--- src/inc/pcmo_cfg.svh ---
// Register map, field positions, reset values and frame constants of the PCM output block.
// Assumes inclusion by bare name from the package and the design files.
`ifndef PCMO_CFG_SVH
`define PCMO_CFG_SVH

`define PCMO_ADDR_ATT_RIGHT   8'h48
`define PCMO_ADDR_MIX_R2L     8'h49
`define PCMO_ADDR_PLL_DIV441  8'h50
`define PCMO_ADDR_FRAC441_L   8'h51
`define PCMO_ADDR_FRAC441_H   8'h52
`define PCMO_ADDR_BCLK_DIV    8'h54
`define PCMO_ADDR_OUT_CFG     8'h55

`define PCMO_RST_ATT_RIGHT    8'h00
`define PCMO_RST_MIX_R2L      8'hFF
`define PCMO_RST_PLL_DIV441   5'h00
`define PCMO_RST_FRAC441      8'h00
`define PCMO_RST_BCLK_DIV     8'h03
`define PCMO_RST_OUT_CFG      7'h21

`define PCMO_BIT_LSB_FIRST    6
`define PCMO_BIT_JUSTIFY      5
`define PCMO_BIT_WS_POL       4
`define PCMO_BIT_FORMAT       3
`define PCMO_BIT_EDGE         2
`define PCMO_PLL_DIV_W        5
`define PCMO_ATT_MAX_STEP     8'h60
`define PCMO_SLOT_16          6'h10
`define PCMO_SLOT_WIDE        6'h20
`define PCMO_FRAME_LAST_16    6'h1F
`define PCMO_FRAME_LAST_WIDE  6'h3F

`endif

--- src/inc/pcmo_pkg.sv ---
// Types shared by the PCM output block: configuration fields and stereo sample pair.
// Assumes the constants header is on the include path.
`include "pcmo_cfg.svh"

package pcmo_pkg;

    typedef enum logic [1:0] {
        PCMO_W16 = 2'b00,
        PCMO_W18 = 2'b01,
        PCMO_W20 = 2'b10,
        PCMO_W24 = 2'b11
    } pcmo_width_t;

    typedef struct packed {
        logic        lsb_first_select;
        logic        justify_select;
        logic        word_select_polarity;
        logic        format_select;
        logic        edge_select;
        pcmo_width_t sample_width_select;
    } pcmo_cfg_t;

    typedef struct packed {
        logic signed [23:0] left;
        logic signed [23:0] right;
    } pcmo_pair_t;

endpackage

--- src/core/pcmo_atten.sv ---
// Combinational 1 dB step attenuator for one 24-bit signed sample.
// Assumes the caller registers the result; steps above the largest one mute.
`timescale 1ns/100ps
`include "pcmo_cfg.svh"

module pcmo_atten
(
    // Sample in and out
    input  wire logic signed [23:0] din,
    output logic signed      [23:0] dout,
    // Attenuation in dB steps
    input  wire logic        [7:0]  level
);

    logic        [7:0]  octave;
    logic        [7:0]  rest;
    logic        [16:0] gain;
    logic signed [41:0] prod;

    // Six steps make one halving, so only a small fraction table is needed
    always_comb
    begin
        octave = level / 8'h06;
        rest   = level - octave * 8'h06;
        case (rest)
            8'h00:   gain = 17'h10000;
            8'h01:   gain = 17'h0E429;
            8'h02:   gain = 17'h0CB59;
            8'h03:   gain = 17'h0B53C;
            8'h04:   gain = 17'h0A186;
            default: gain = 17'h08FF6;
        endcase
        prod = (42'(din) * $signed({25'h0000000, gain})) >>> 16;
        prod = prod >>> octave;
        if (level > `PCMO_ATT_MAX_STEP)
            dout = 24'sh000000;
        else
            dout = prod[23:0];            // see R01
    end

endmodule // pcmo_atten

--- src/core/pcmo_top.sv ---
// PCM output block: level and mix registers, PLL 44.1 kHz settings, bit clock and serial framing.
// Assumes clk is the oversampling clock and the register port is driven by the control bus engine.
//
// Functional notes
// Right attenuation: one dB per unit
// All-ones right attenuation gives full mute
// Right-to-left mix in one dB steps
// Mix level resets to all ones
// 44.1k divider: five bits, resets zero
// At 44.1k divide oscillator by field+1
// Fraction pair forms sixteen bits, resets zero
// Bit clock is oversample over 2(div+1)
// 32 or 64 bit clocks per frame
// Bit clock divider resets to three
// Bit six chooses LSB or MSB first
// Bit five pads left or right, wide only
// Bit four sets word select polarity
// Host sets polarity one for standard I2S
// Bit three chooses standard or alternate format
// Bit two chooses bit clock data edge
// Bits one-zero choose 16/18/20/24 bit samples
// Output configuration resets to 0x21
// 32 bits narrow, 64 bits wide per frame
// Steps beyond largest tabulated value mute
`timescale 1ns/100ps
`include "pcmo_cfg.svh"

module pcmo_top
(
    // Clock and reset
    input  wire logic                 clk,
    input  wire logic                 nrst,
    input  wire logic                 soft_reset,
    // Register port
    input  wire logic [7:0]           reg_addr,
    input  wire logic [7:0]           reg_wdata,
    input  wire logic                 reg_wr,
    output logic      [7:0]           reg_rdata,
    // PLL settings
    input  wire logic                 is_44k1,
    output logic      [5:0]           pll_x_divisor,
    output logic      [15:0]          pll_frac,
    output logic                      pll_cfg_active,
    // Decoded samples
    input  wire logic                 sample_valid,
    input  wire pcmo_pkg::pcmo_pair_t sample_in,
    output logic                      sample_ready,
    // Serial output
    output logic                      serial_bit_clock,
    output logic                      word_select_clock,
    output logic                      serial_data
);

    logic                 rst_any;
    logic [7:0]           att_right_reg;
    logic [7:0]           mix_r2l_reg;
    logic [4:0]           pll_div441_reg;
    logic [7:0]           frac_l_reg;
    logic [7:0]           frac_h_reg;
    logic [7:0]           bclk_div_reg;
    pcmo_pkg::pcmo_cfg_t  cfg_reg;
    logic [7:0]           rdata_next;
    logic signed [23:0]   right_att;
    logic signed [23:0]   right_mix;
    logic signed [24:0]   left_sum;
    logic signed [23:0]   left_sat;
    pcmo_pkg::pcmo_pair_t pend_reg;
    logic                 pend_full_reg;
    pcmo_pkg::pcmo_pair_t frame_reg;
    pcmo_pkg::pcmo_pair_t frame_next;
    logic [7:0]           div_cnt_reg;
    logic                 tick;
    logic                 change_evt;
    logic                 bclk_reg;
    logic [5:0]           bit_cnt_reg;
    logic [5:0]           bit_cnt_next;
    logic [5:0]           pos_next;
    logic                 load;
    logic                 ws_reg;
    logic                 sdata_reg;
    logic                 bit_next;
    logic                 frame_clean_reg;

    assign rst_any = !nrst || soft_reset;

    function automatic logic [5:0] slot_bits(input pcmo_pkg::pcmo_width_t w);
        slot_bits = (w == pcmo_pkg::PCMO_W16) ? `PCMO_SLOT_16 : `PCMO_SLOT_WIDE;
    endfunction

    function automatic logic [5:0] frame_last(input pcmo_pkg::pcmo_width_t w);
        frame_last = (w == pcmo_pkg::PCMO_W16) ? `PCMO_FRAME_LAST_16 : `PCMO_FRAME_LAST_WIDE;
    endfunction

    function automatic logic [5:0] word_bits(input pcmo_pkg::pcmo_width_t w);
        case (w)
            pcmo_pkg::PCMO_W16: word_bits = 6'h10;
            pcmo_pkg::PCMO_W18: word_bits = 6'h12;
            pcmo_pkg::PCMO_W20: word_bits = 6'h14;
            default:            word_bits = 6'h18;
        endcase
    endfunction

    // Register writes; software reset restores the same values as the pin reset
    always_ff @(posedge clk)
    begin
        if (rst_any)
        begin
            att_right_reg  <= `PCMO_RST_ATT_RIGHT;
            mix_r2l_reg    <= `PCMO_RST_MIX_R2L;
            pll_div441_reg <= `PCMO_RST_PLL_DIV441;
            frac_l_reg     <= `PCMO_RST_FRAC441;
            frac_h_reg     <= `PCMO_RST_FRAC441;
            bclk_div_reg   <= `PCMO_RST_BCLK_DIV;
            cfg_reg        <= `PCMO_RST_OUT_CFG;             // see R18
        end
        else if (reg_wr)
        begin
            case (reg_addr)
                `PCMO_ADDR_ATT_RIGHT:  att_right_reg  <= reg_wdata;
                `PCMO_ADDR_MIX_R2L:    mix_r2l_reg    <= reg_wdata;
                `PCMO_ADDR_PLL_DIV441: pll_div441_reg <= reg_wdata[`PCMO_PLL_DIV_W-1:0];
                `PCMO_ADDR_FRAC441_L:  frac_l_reg     <= reg_wdata;
                `PCMO_ADDR_FRAC441_H:  frac_h_reg     <= reg_wdata;
                `PCMO_ADDR_BCLK_DIV:   bclk_div_reg   <= reg_wdata;
                `PCMO_ADDR_OUT_CFG:    cfg_reg        <= reg_wdata[6:0];
                default:               cfg_reg        <= cfg_reg;
            endcase
        end
    end

    // Read mux; unused bits and unmapped addresses read zero
    always_comb
    begin
        case (reg_addr)
            `PCMO_ADDR_ATT_RIGHT:  rdata_next = att_right_reg;
            `PCMO_ADDR_MIX_R2L:    rdata_next = mix_r2l_reg;
            `PCMO_ADDR_PLL_DIV441: rdata_next = {3'h0, pll_div441_reg};
            `PCMO_ADDR_FRAC441_L:  rdata_next = frac_l_reg;
            `PCMO_ADDR_FRAC441_H:  rdata_next = frac_h_reg;
            `PCMO_ADDR_BCLK_DIV:   rdata_next = bclk_div_reg;
            `PCMO_ADDR_OUT_CFG:    rdata_next = {1'b0, cfg_reg};
            default:               rdata_next = 8'h00;
        endcase
    end

    always_ff @(posedge clk)
    begin
        if (!nrst)
            reg_rdata <= 8'h00;
        else
            reg_rdata <= rdata_next;
    end

    // PLL settings only apply while the stream is at 44.1 kHz
    always_ff @(posedge clk)
    begin
        if (rst_any)
        begin
            pll_x_divisor  <= 6'h00;
            pll_frac       <= 16'h0000;
            pll_cfg_active <= 1'b0;
        end
        else
        begin
            pll_x_divisor  <= is_44k1 ? ({1'b0, pll_div441_reg} + 6'h01) : 6'h00;
            pll_frac       <= is_44k1 ? {frac_h_reg, frac_l_reg} : 16'h0000;
            pll_cfg_active <= is_44k1;
        end
    end

    // Level path: right attenuated, right mixed onto left
    pcmo_atten u_att_right
    (
        .din   (sample_in.right),
        .dout  (right_att),
        .level (att_right_reg)
    );

    pcmo_atten u_mix_r2l
    (
        .din   (sample_in.right),
        .dout  (right_mix),
        .level (mix_r2l_reg)
    );

    // Saturate rather than wrap so a hot mix clips instead of flipping sign
    always_comb
    begin
        left_sum = 25'(sample_in.left) + 25'(right_mix);
        if (left_sum[24] != left_sum[23])
            left_sat = left_sum[24] ? 24'sh800000 : 24'sh7FFFFF;
        else
            left_sat = left_sum[23:0];
    end

    // One pending pair; the source stalls until the frame takes it
    assign sample_ready = !pend_full_reg;

    always_ff @(posedge clk)
    begin
        if (rst_any)
        begin
            pend_reg      <= '0;
            pend_full_reg <= 1'b0;
        end
        else if (sample_valid && !pend_full_reg)
        begin
            pend_reg.left  <= left_sat;
            pend_reg.right <= right_att;
            pend_full_reg  <= 1'b1;
        end
        else if (load)
            pend_full_reg <= 1'b0;
    end

    // Bit clock divider: toggle every div+1 clocks
    assign tick       = (div_cnt_reg >= bclk_div_reg);
    assign change_evt = tick && (bclk_reg != cfg_reg.edge_select);

    always_ff @(posedge clk)
    begin
        if (rst_any)
        begin
            div_cnt_reg <= 8'h00;
            bclk_reg    <= 1'b0;
        end
        else if (reg_wr && reg_addr == `PCMO_ADDR_BCLK_DIV)
            div_cnt_reg <= 8'h00;  // Restart so the count never sits above a lowered divider
        else if (tick)
        begin
            div_cnt_reg <= 8'h00;
            bclk_reg    <= !bclk_reg;
        end
        else
            div_cnt_reg <= div_cnt_reg + 8'h01;
    end

    // Frame position; standard format delays data one bit behind word select
    always_comb
    begin
        if (bit_cnt_reg >= frame_last(cfg_reg.sample_width_select))
            bit_cnt_next = 6'h00;  // see R09
        else
            bit_cnt_next = bit_cnt_reg + 6'h01;
        if (cfg_reg.format_select)
            pos_next = bit_cnt_next;
        else if (bit_cnt_next == 6'h00)
            pos_next = frame_last(cfg_reg.sample_width_select);
        else
            pos_next = bit_cnt_next - 6'h01;
        load = change_evt && (pos_next == 6'h00);
        frame_next = pend_full_reg ? pend_reg : '0;
    end

    // Serial bit for the next position; underrun sends silence
    always_comb
    begin
        logic                 ch;
        logic [5:0]           slot;
        logic [5:0]           wb;
        logic [5:0]           idx;
        logic [5:0]           off;
        logic [5:0]           j;
        logic signed [23:0]   word;
        ch   = 1'b0;
        slot = slot_bits(cfg_reg.sample_width_select);
        wb   = word_bits(cfg_reg.sample_width_select);
        ch   = (pos_next >= slot);
        idx  = ch ? (pos_next - slot) : pos_next;
        off  = (cfg_reg.justify_select && cfg_reg.sample_width_select != pcmo_pkg::PCMO_W16)
             ? (slot - wb) : 6'h00;
        j    = idx - off;
        word = load ? (ch ? frame_next.right : frame_next.left)
                    : (ch ? frame_reg.right : frame_reg.left);
        if (idx < off || idx >= off + wb)
            bit_next = 1'b0;
        else if (cfg_reg.lsb_first_select)
            bit_next = word[5'(6'h18 - wb + j)];
        else
            bit_next = word[5'(6'h17 - j)];
    end

    always_ff @(posedge clk)
    begin
        if (rst_any)
            frame_reg <= '0;
        else if (load)
            frame_reg <= frame_next;
    end

    always_ff @(posedge clk)
    begin
        if (rst_any)
        begin
            bit_cnt_reg <= `PCMO_FRAME_LAST_16;
            ws_reg      <= 1'b1;
            sdata_reg   <= 1'b0;
        end
        else if (change_evt)
        begin
            bit_cnt_reg <= bit_cnt_next;
            ws_reg      <= (bit_cnt_next >= slot_bits(cfg_reg.sample_width_select))
                           ~^ cfg_reg.word_select_polarity;  // see R13
            sdata_reg   <= bit_next;
        end
    end

    assign serial_bit_clock  = bclk_reg;
    assign word_select_clock = ws_reg;
    assign serial_data       = sdata_reg;

    // A frame cut short by a format write is left out of the length check
    always_ff @(posedge clk)
    begin
        if (rst_any || (reg_wr && reg_addr == `PCMO_ADDR_OUT_CFG))
            frame_clean_reg <= 1'b0;
        else if (change_evt && bit_cnt_next == 6'h00)
            frame_clean_reg <= 1'b1;
    end
endmodule // pcmo_top

--- config.mk ---
export PLATFORM = sky130hd
export DESIGN_NAME = pcmo_top
export DESIGN_NICKNAME = d
export VERILOG_FILES = /design/src/inc/pcmo_pkg.sv /design/src/core/pcmo_atten.sv /design/src/core/pcmo_top.sv
export VERILOG_INCLUDE_DIRS = /design/src /design/src/inc
export SDC_FILE = /design/constraint.sdc
export NUM_CORES = 2
export LEC_CHECK = 0
export ABC_AREA = 1
export BUFFER_PORTS_ARGS = -buffer_cell sky130_fd_sc_hd__buf_2
export CAP_MARGIN = 40
export CORE_UTILIZATION = 55
export DETAILED_ROUTE_END_ITERATION = 16
export PLACE_DENSITY = 0.71
export SYNTH_ARGS = -nofsm -noshare
export SYNTH_HDL_FRONTEND = slang
export SYNTH_HIERARCHICAL = 1
export SYNTH_SLANG_ARGS = --single-unit
--- constraint.sdc ---
create_clock -name clk -period 17.3 [get_ports clk]
set_input_delay 1.73 -clock clk [delete_from_list [all_inputs] [get_ports clk]]
set_output_delay 1.73 -clock clk [all_outputs]
set_load 0.02 [all_outputs]
# [Yosys cells after proc, flatten, opt, wreduce, memory -nomap -nowiden]
# Index checks and enable logic that the tools add are counted.
[totals] reg_bits=197 latch_bits=0 ram_bits=0 romBits=0 output_inout_bits=35 word_cells=134 memories=0
[classes] addsub=14 multipliers=4 n_div=2 magnitude_cmp=10 eq_ne=19 n_shift=2 n_mux=27 bitwise_logic=3 reduce_logical=27
[ops] operator="17-bit one-hot mux with 5 select lines" count=2
[ops] operator="24-bit two-way mux" count=7
[ops] operator="24-bit by 18-bit multiplier with 42-bit output" count=2
[ops] operator="8-bit by 7-bit == test with 1-bit output, second input constant" count=7
[ops] operator="8-bit one-hot mux with 7 select lines" count=1
[ops] operator="26-bit by 8-bit >>> shifter with 24-bit output" count=2
[ops] operator="48-bit two-way mux" count=1
[ops] operator="6-bit two-way mux" count=7
[ops] operator="8-bit by 2-bit == test with 1-bit output, second input constant" count=4
[ops] operator="24-bit by 24-bit adder with 25-bit output" count=1
[ops] operator="6-bit greater-or-equal comparator" count=4
[ops] operator="8-bit by 3-bit divider with 8-bit output, second input constant" count=2
[ops] operator="8-bit by 1-bit == test with 1-bit output, second input constant" count=2
[ops] operator="8-bit by 3-bit == test with 1-bit output, second input constant" count=2
[ops] operator="8-bit by 7-bit > comparator with 1-bit output, second input constant" count=2
[ops] operator="8-bit logical NOT" count=2
[ops] operator="8-bit by 2-bit multiplier with 7-bit output, second input constant" count=2
[ops] operator="2-bit AND reduction" count=8
[ops] operator="8-bit subtractor" count=2
[ops] operator="6-bit logical NOT" count=2
[ops] operator="5-bit by 6-bit less-than comparator with 1-bit output, second input constant" count=2
[ops] operator="4-bit one-hot mux with 3 select lines" count=1
[ops] operator="6-bit subtractor" count=2
[ops] operator="1-bit binary-select mux with 5-bit select" count=2
[ops] operator="other kinds (23)" count=39

# [Longest topological paths before layout]
[depth] word_depth=15 depth_mapped=88 depth_no_buf=85

# [Hierarchy]
# Netlist, hierarchy kept.
[by_module_without_submodules] module="pcmo_atten at u_att_right" n_inst=1 cells_each=2452 area_each_um2=17382.9
[by_module_without_submodules] module="pcmo_atten at u_mix_r2l" n_inst=1 cells_each=2313 area_each_um2=16918.7
[by_module_without_submodules] module="pcmo_top" n_inst=1 cells_each=1561 area_each_um2=10892.9

# [Least setup slack after synthesis]
# No wires, ideal clock.
[synth_path] path_kind="register -> register" from="register mix_r2l_reg[6]" to="register pend_reg[43] in the netlist's numbering" arrival_time_ns=12.376 setup_slack_ns=4.854 stages_incl_launch_ff=77 path_buffers=3 path_cell_list="dfxtp_1 inv_1 nand2_1 nand2_1 nand2_1 nand3_1 nand2_1 nand2_1 nand2_1 o21ai_0 nand2_1 nand2_4 nand2_1 nand2_1 nand2_1 buf_2 inv_1 ha_1 [41 not listed] nand2_1 a21oi_1 ha_1 inv_1 fa_1 o21ai_1 a21o_1 a21oi_1 o21ai_1 a21oi_1 o21ai_1 nand3_1 nand2_1 a41oi_1 nand2_1 buf_2 nand2_1 a21oi_1"
[synth_via] elab_chain_len=11 word_cells_on_any_way=17 cone_classes="add/sub (2); mul (2); div (1); order compare (1); eq/ne (5); shift (1); mux (4); reduce/logical (1)"
[synth_lines] element="from (decl)" line="pcmo_top.sv:56" rtl="logic [7:0] mix_r2l_reg;"
[synth_lines] element="from (signal assigned)" line="pcmo_top.sv:109" rtl="mix_r2l_reg <= `PCMO_RST_MIX_R2L;"
[synth_lines] element="from (signal assigned)" line="pcmo_top.sv:120" rtl="`PCMO_ADDR_MIX_R2L: mix_r2l_reg <= reg_wdata;"
[synth_lines] element="8-bit by 3-bit divider with 8-bit output" line="pcmo_atten.sv:23" rtl="octave = level / 8'h06;"
[synth_lines] element="8-bit by 2-bit multiplier with 7-bit output" line="pcmo_atten.sv:24" rtl="rest = level - octave * 8'h06;"
[synth_lines] element="8-bit subtractor" line="pcmo_atten.sv:24"
[synth_lines] element="8-bit by 3-bit == test with 1-bit output, or another cell as far along" line="pcmo_atten.sv:25" rtl="case (rest)"
[synth_lines] element="17-bit one-hot mux with 5 select lines" line="pcmo_atten.sv:25"
[synth_lines] element="24-bit by 18-bit multiplier with 42-bit output" line="pcmo_atten.sv:33" rtl="prod = (42'(din) * $signed({25'h0000000, gain})) >>> 16;"
[synth_lines] element="26-bit by 8-bit >>> shifter with 24-bit output" line="pcmo_atten.sv:34" rtl="prod = prod >>> octave;"
[synth_lines] element="24-bit two-way mux *" line="pcmo_atten.sv:35" rtl="if (level > `PCMO_ATT_MAX_STEP)"
[synth_lines] element="named net right_mix[0]" line="pcmo_top.sv:64" rtl="logic signed [23:0] right_mix;"
[synth_lines] element="24-bit by 24-bit adder with 25-bit output *" line="pcmo_top.sv:189" rtl="left_sum = 25'(sample_in.left) + 25'(right_mix);"
[synth_lines] element="24-bit two-way mux or 1-bit != test (tied branches)" line="pcmo_top.sv:191, pcmo_top.sv:190"
[synth_lines] element="24-bit two-way mux *" line="pcmo_top.sv:190" rtl="if (left_sum[24] != left_sum[23])"
[synth_lines] element="to (decl)" line="pcmo_top.sv:67" rtl="pcmo_pkg::pcmo_pair_t pend_reg;"
# Mark *: on every way through the listed nets, which the timed path passes. The rest lies on a longest branch.
# A chain may end at the register's enable or synchronous reset.

# [Worst setup path in the final report]
[layout_path] from="register mix_r2l_reg[7]" to="register pend_reg[31] in the netlist's numbering"
# The elaborated chain is that of the path after synthesis.

==> impl_metrics.env <==
export IMPL_path_max_fanout=31
export IMPL_antenna_found_initial=0
export IMPL_pin_count=105
export IMPL_post_place_cells=7311
export IMPL_overflow=0
export IMPL_final_common_cell="inv_1"
export IMPL_crit_reg2reg_launch="mix_r2l_reg[7]"
export IMPL_final_cells=7343
export IMPL_htree_levels=4
export IMPL_syn_area_um2=45200
export IMPL_wire_per_inst_um=17.8
export IMPL_worstMarginPinSlew_ns=0.951
export IMPL_drtPass1Iterations=8
export IMPL_drt_iter0_markers=3614
export IMPL_required_ns=17.61
export IMPL_dp_hpwl_um=110000
export IMPL_initial_core_util_pct=55.8
export IMPL_setup_tns_ns=0
export IMPL_tritoncts="done"
export IMPL_design_area_um2=46900
export IMPL_die_width_um=289
export IMPL_cpMostUsedCell="nand2_1"
export IMPL_hold_depth=2
export IMPL_routed_wl_um=131000
export IMPL_die_y_um=289
export IMPL_cts_buffers=17
export IMPL_r2r_cells=81
export IMPL_synthSimpleGateAreaFrac_pct=24.8
export IMPL_finalCriticalPeriod_ns=15.90
export IMPL_clock_sinks=197
export IMPL_worstSkewPairLatency_ns=0.45
export IMPL_synthAdderAreaFrac_pct=43.4
export IMPL_skew_ns=0.00862
export IMPL_hold_path_startpoint="frame_reg[6]"
export IMPL_fmax_ghz=0.0629
export IMPL_viasPerCell=5.40
export IMPL_start_kind="register"
export IMPL_syn_to_final_growth_pct=3.81
export IMPL_cp_startpoint="mix_r2l_reg[7]"
export IMPL_setup_viol=0
export IMPL_vias=39700
export IMPL_drc=0
export IMPL_slew_viol_final=0
export IMPL_reg2reg_to="pend_reg[31]"
export IMPL_synthMuxAreaShare_pct=0.0221
export IMPL_placedInstanceArea_um2=46300
export IMPL_cp_slowest_cell="fa_1"
export IMPL_yosys_warnings=6
export IMPL_hold_violations=0
export IMPL_crit_arrival_ns=16.20
export IMPL_period_share_pct=91.9
export IMPL_coreArea_um2=80900
export IMPL_cp_end_kind="register"
export IMPL_grt_pass1_vias=40200
export IMPL_n_antenna_cell=0
export IMPL_synth_top_family_by_area="adder cells"
export IMPL_grt_start_max_net_pins=96
export IMPL_critPathKind="register to register"
export IMPL_critPathTopFamily="simple AND/OR/NAND/NOR gates"
export IMPL_yosysUniqueCellTypes=62
export IMPL_relSlewSlack_pct=36.2
export IMPL_cts_clk_slew_worst_paths_ns=0.07
export IMPL_layout_nets=7424
export IMPL_numPortBuffers=104
export IMPL_cts_buffer_depth=2
export IMPL_slowest_delay_ns=0.62
export IMPL_min_to="frame_reg[6]"
export IMPL_fillers=7774
export IMPL_synth_compound_area_share_pct=6.62
export IMPL_ys_seq_area_share_pct=8.73
export IMPL_postRouteAntennaNets=0
export IMPL_ys_ff_latch=197
export IMPL_r2r_slack_ns=1.40
export IMPL_grt_pass1_wl_um=213000
export IMPL_syn_inst=6326
export IMPL_syn_nets=7480
export IMPL_rsz0062_at_grt="no"
export IMPL_num_rows=104
export IMPL_dieArea_um2=83300
export IMPL_worst_path_buf_inv=12
export IMPL_synth_xor_area_share_pct=1.59
export IMPL_maxCapViolCount=0
export IMPL_layout_drive_gt1_share_pct=4.15
export IMPL_cts_setup_buffers=0
export IMPL_final_cell_mix="1497 x inv_1, 1477 x nand2_1, 804 x fa_1"
export IMPL_postLayoutCoreUtil_pct=58.0
export IMPL_cts_root_buffer="clkbuf_16"
export IMPL_outcome="finished, final reports clean"
export IMPL_synth_avg_cell_area_um2=7.14
export IMPL_gp_congestion=1.00
export IMPL_worstHoldPathType="register to register"
export IMPL_grt_util_all_layers_pct=32.5
[logic make-up (layout without fill, tap and decap cells)]
| family | count (synthesis) | count (layout) |
|---|---|---|
| muxes | 1 | 1 |
| and+or+nand+nor | 2668 | 2668 |
| xor gates and xnor gates | 82 | 82 |
| other | 2 | 2 |
| buffers and inverters | 1744 | 1701 |
| AOI/OAI and AO/OA | 548 | 548 |
| DFF | 197 | 197 |
| adders and majority gates | 1084 | 1084 |
[Yosys cell counts, drive strengths merged]
cell type  instances  area, um^2
a21oi            288        1460
o22ai             15        93.8
clkbuf           122         458
o21ai            167         840
xnor2             48         420
dfxtp            197        3940
a21boi             2        15.0
a2111oi            2        17.5
a211oi             7        52.6
conb               2        7.51
a21o              13        97.6
nand2           1507        5750
clkinv             9        35.0
a211o              1        8.76
fa               804       16100
a221oi             9        78.8
or2                4        25.0
buf               89         518
a41oi              1        8.76
and3               1        6.26
xor2              34         298
nand2b             1        6.26
a31oi              6        37.5
ha               280        3500
o211ai            11        82.6
o21bai            15         116
o221ai             2        17.5
nand4             21         153
mux2i              1        10.0
o21a               7        52.6
inv             1524        5720
nand3b            16         120
nand3            577        2950
nor3              41         205
and2               3        18.8
nor3b              2        15.0
o311ai             1        8.76
o31ai              1        7.51
nor4               8        65.1
nor2             487        1870
[stage by stage]
stage / worst slack (ns) / hold slack [ns]
detailed placement: 1.04 / 0.440
global route: 0.0325 / 0.463
CTS: 0.995 / 0.450
global placement: 1.40 / 0.435
finish: 1.40 / 0.449
floorplan: 4.85 / 0.417
[worst min-delay path: cells and delay by family, from the launching register on]
family	cells	cell delay, ns
AOI/OAI and AO/OA	1	0.05
DFF	1	0.30
buffers and inverters	1	0.06
[worst max-delay path by stage]
stage	cells past startpoint	slack [ns]	endpoint
2_1_floorplan	76	4.85	pend_reg[43]
3_3_place_gp	78	1.40	pend_reg[46]
3_5_place_dp	78	1.04	pend_reg[31]
4_1_cts	78	0.99	pend_reg[31]
5_1_grt	81	0.03	pend_reg[29]
6_report	81	1.40	pend_reg[31]
[cell type report]
class / count / area, um^2 / share of cell area, %
timing repair buffer: 136 / 783 / 1.67
clock buffer: 18 / 429 / 0.915
sequential: 197 / 3950 / 8.41
tap: 1060 / 1330 / 2.83
inverter: 1533 / 5760 / 12.3
clock inverter: 14 / 119 / 0.253
multi-input combinational: 4385 / 34600 / 73.7
[routing by layer]
layer  vias to the layer above  wire length (um)  GRT usage (%)  part of all wire (%)
met5                         -                 0              0                     0
met4                         0              5270           12.1                   4.0
met1                     19000             55900           44.0                    43
met3                       289              8050           3.36                   6.2
li1                      18900                 -              -                     -
met2                      1491             61600           54.0                    47
[what timing repair did]
action                     in CTS  in global routing
setup endpoints to repair       0                 23
hold buffers                    0                  0
resized for setup               0                  7
Power is not shown: default switching activity piles up to over one toggle a cycle in this logic, so the estimate is an artifact.
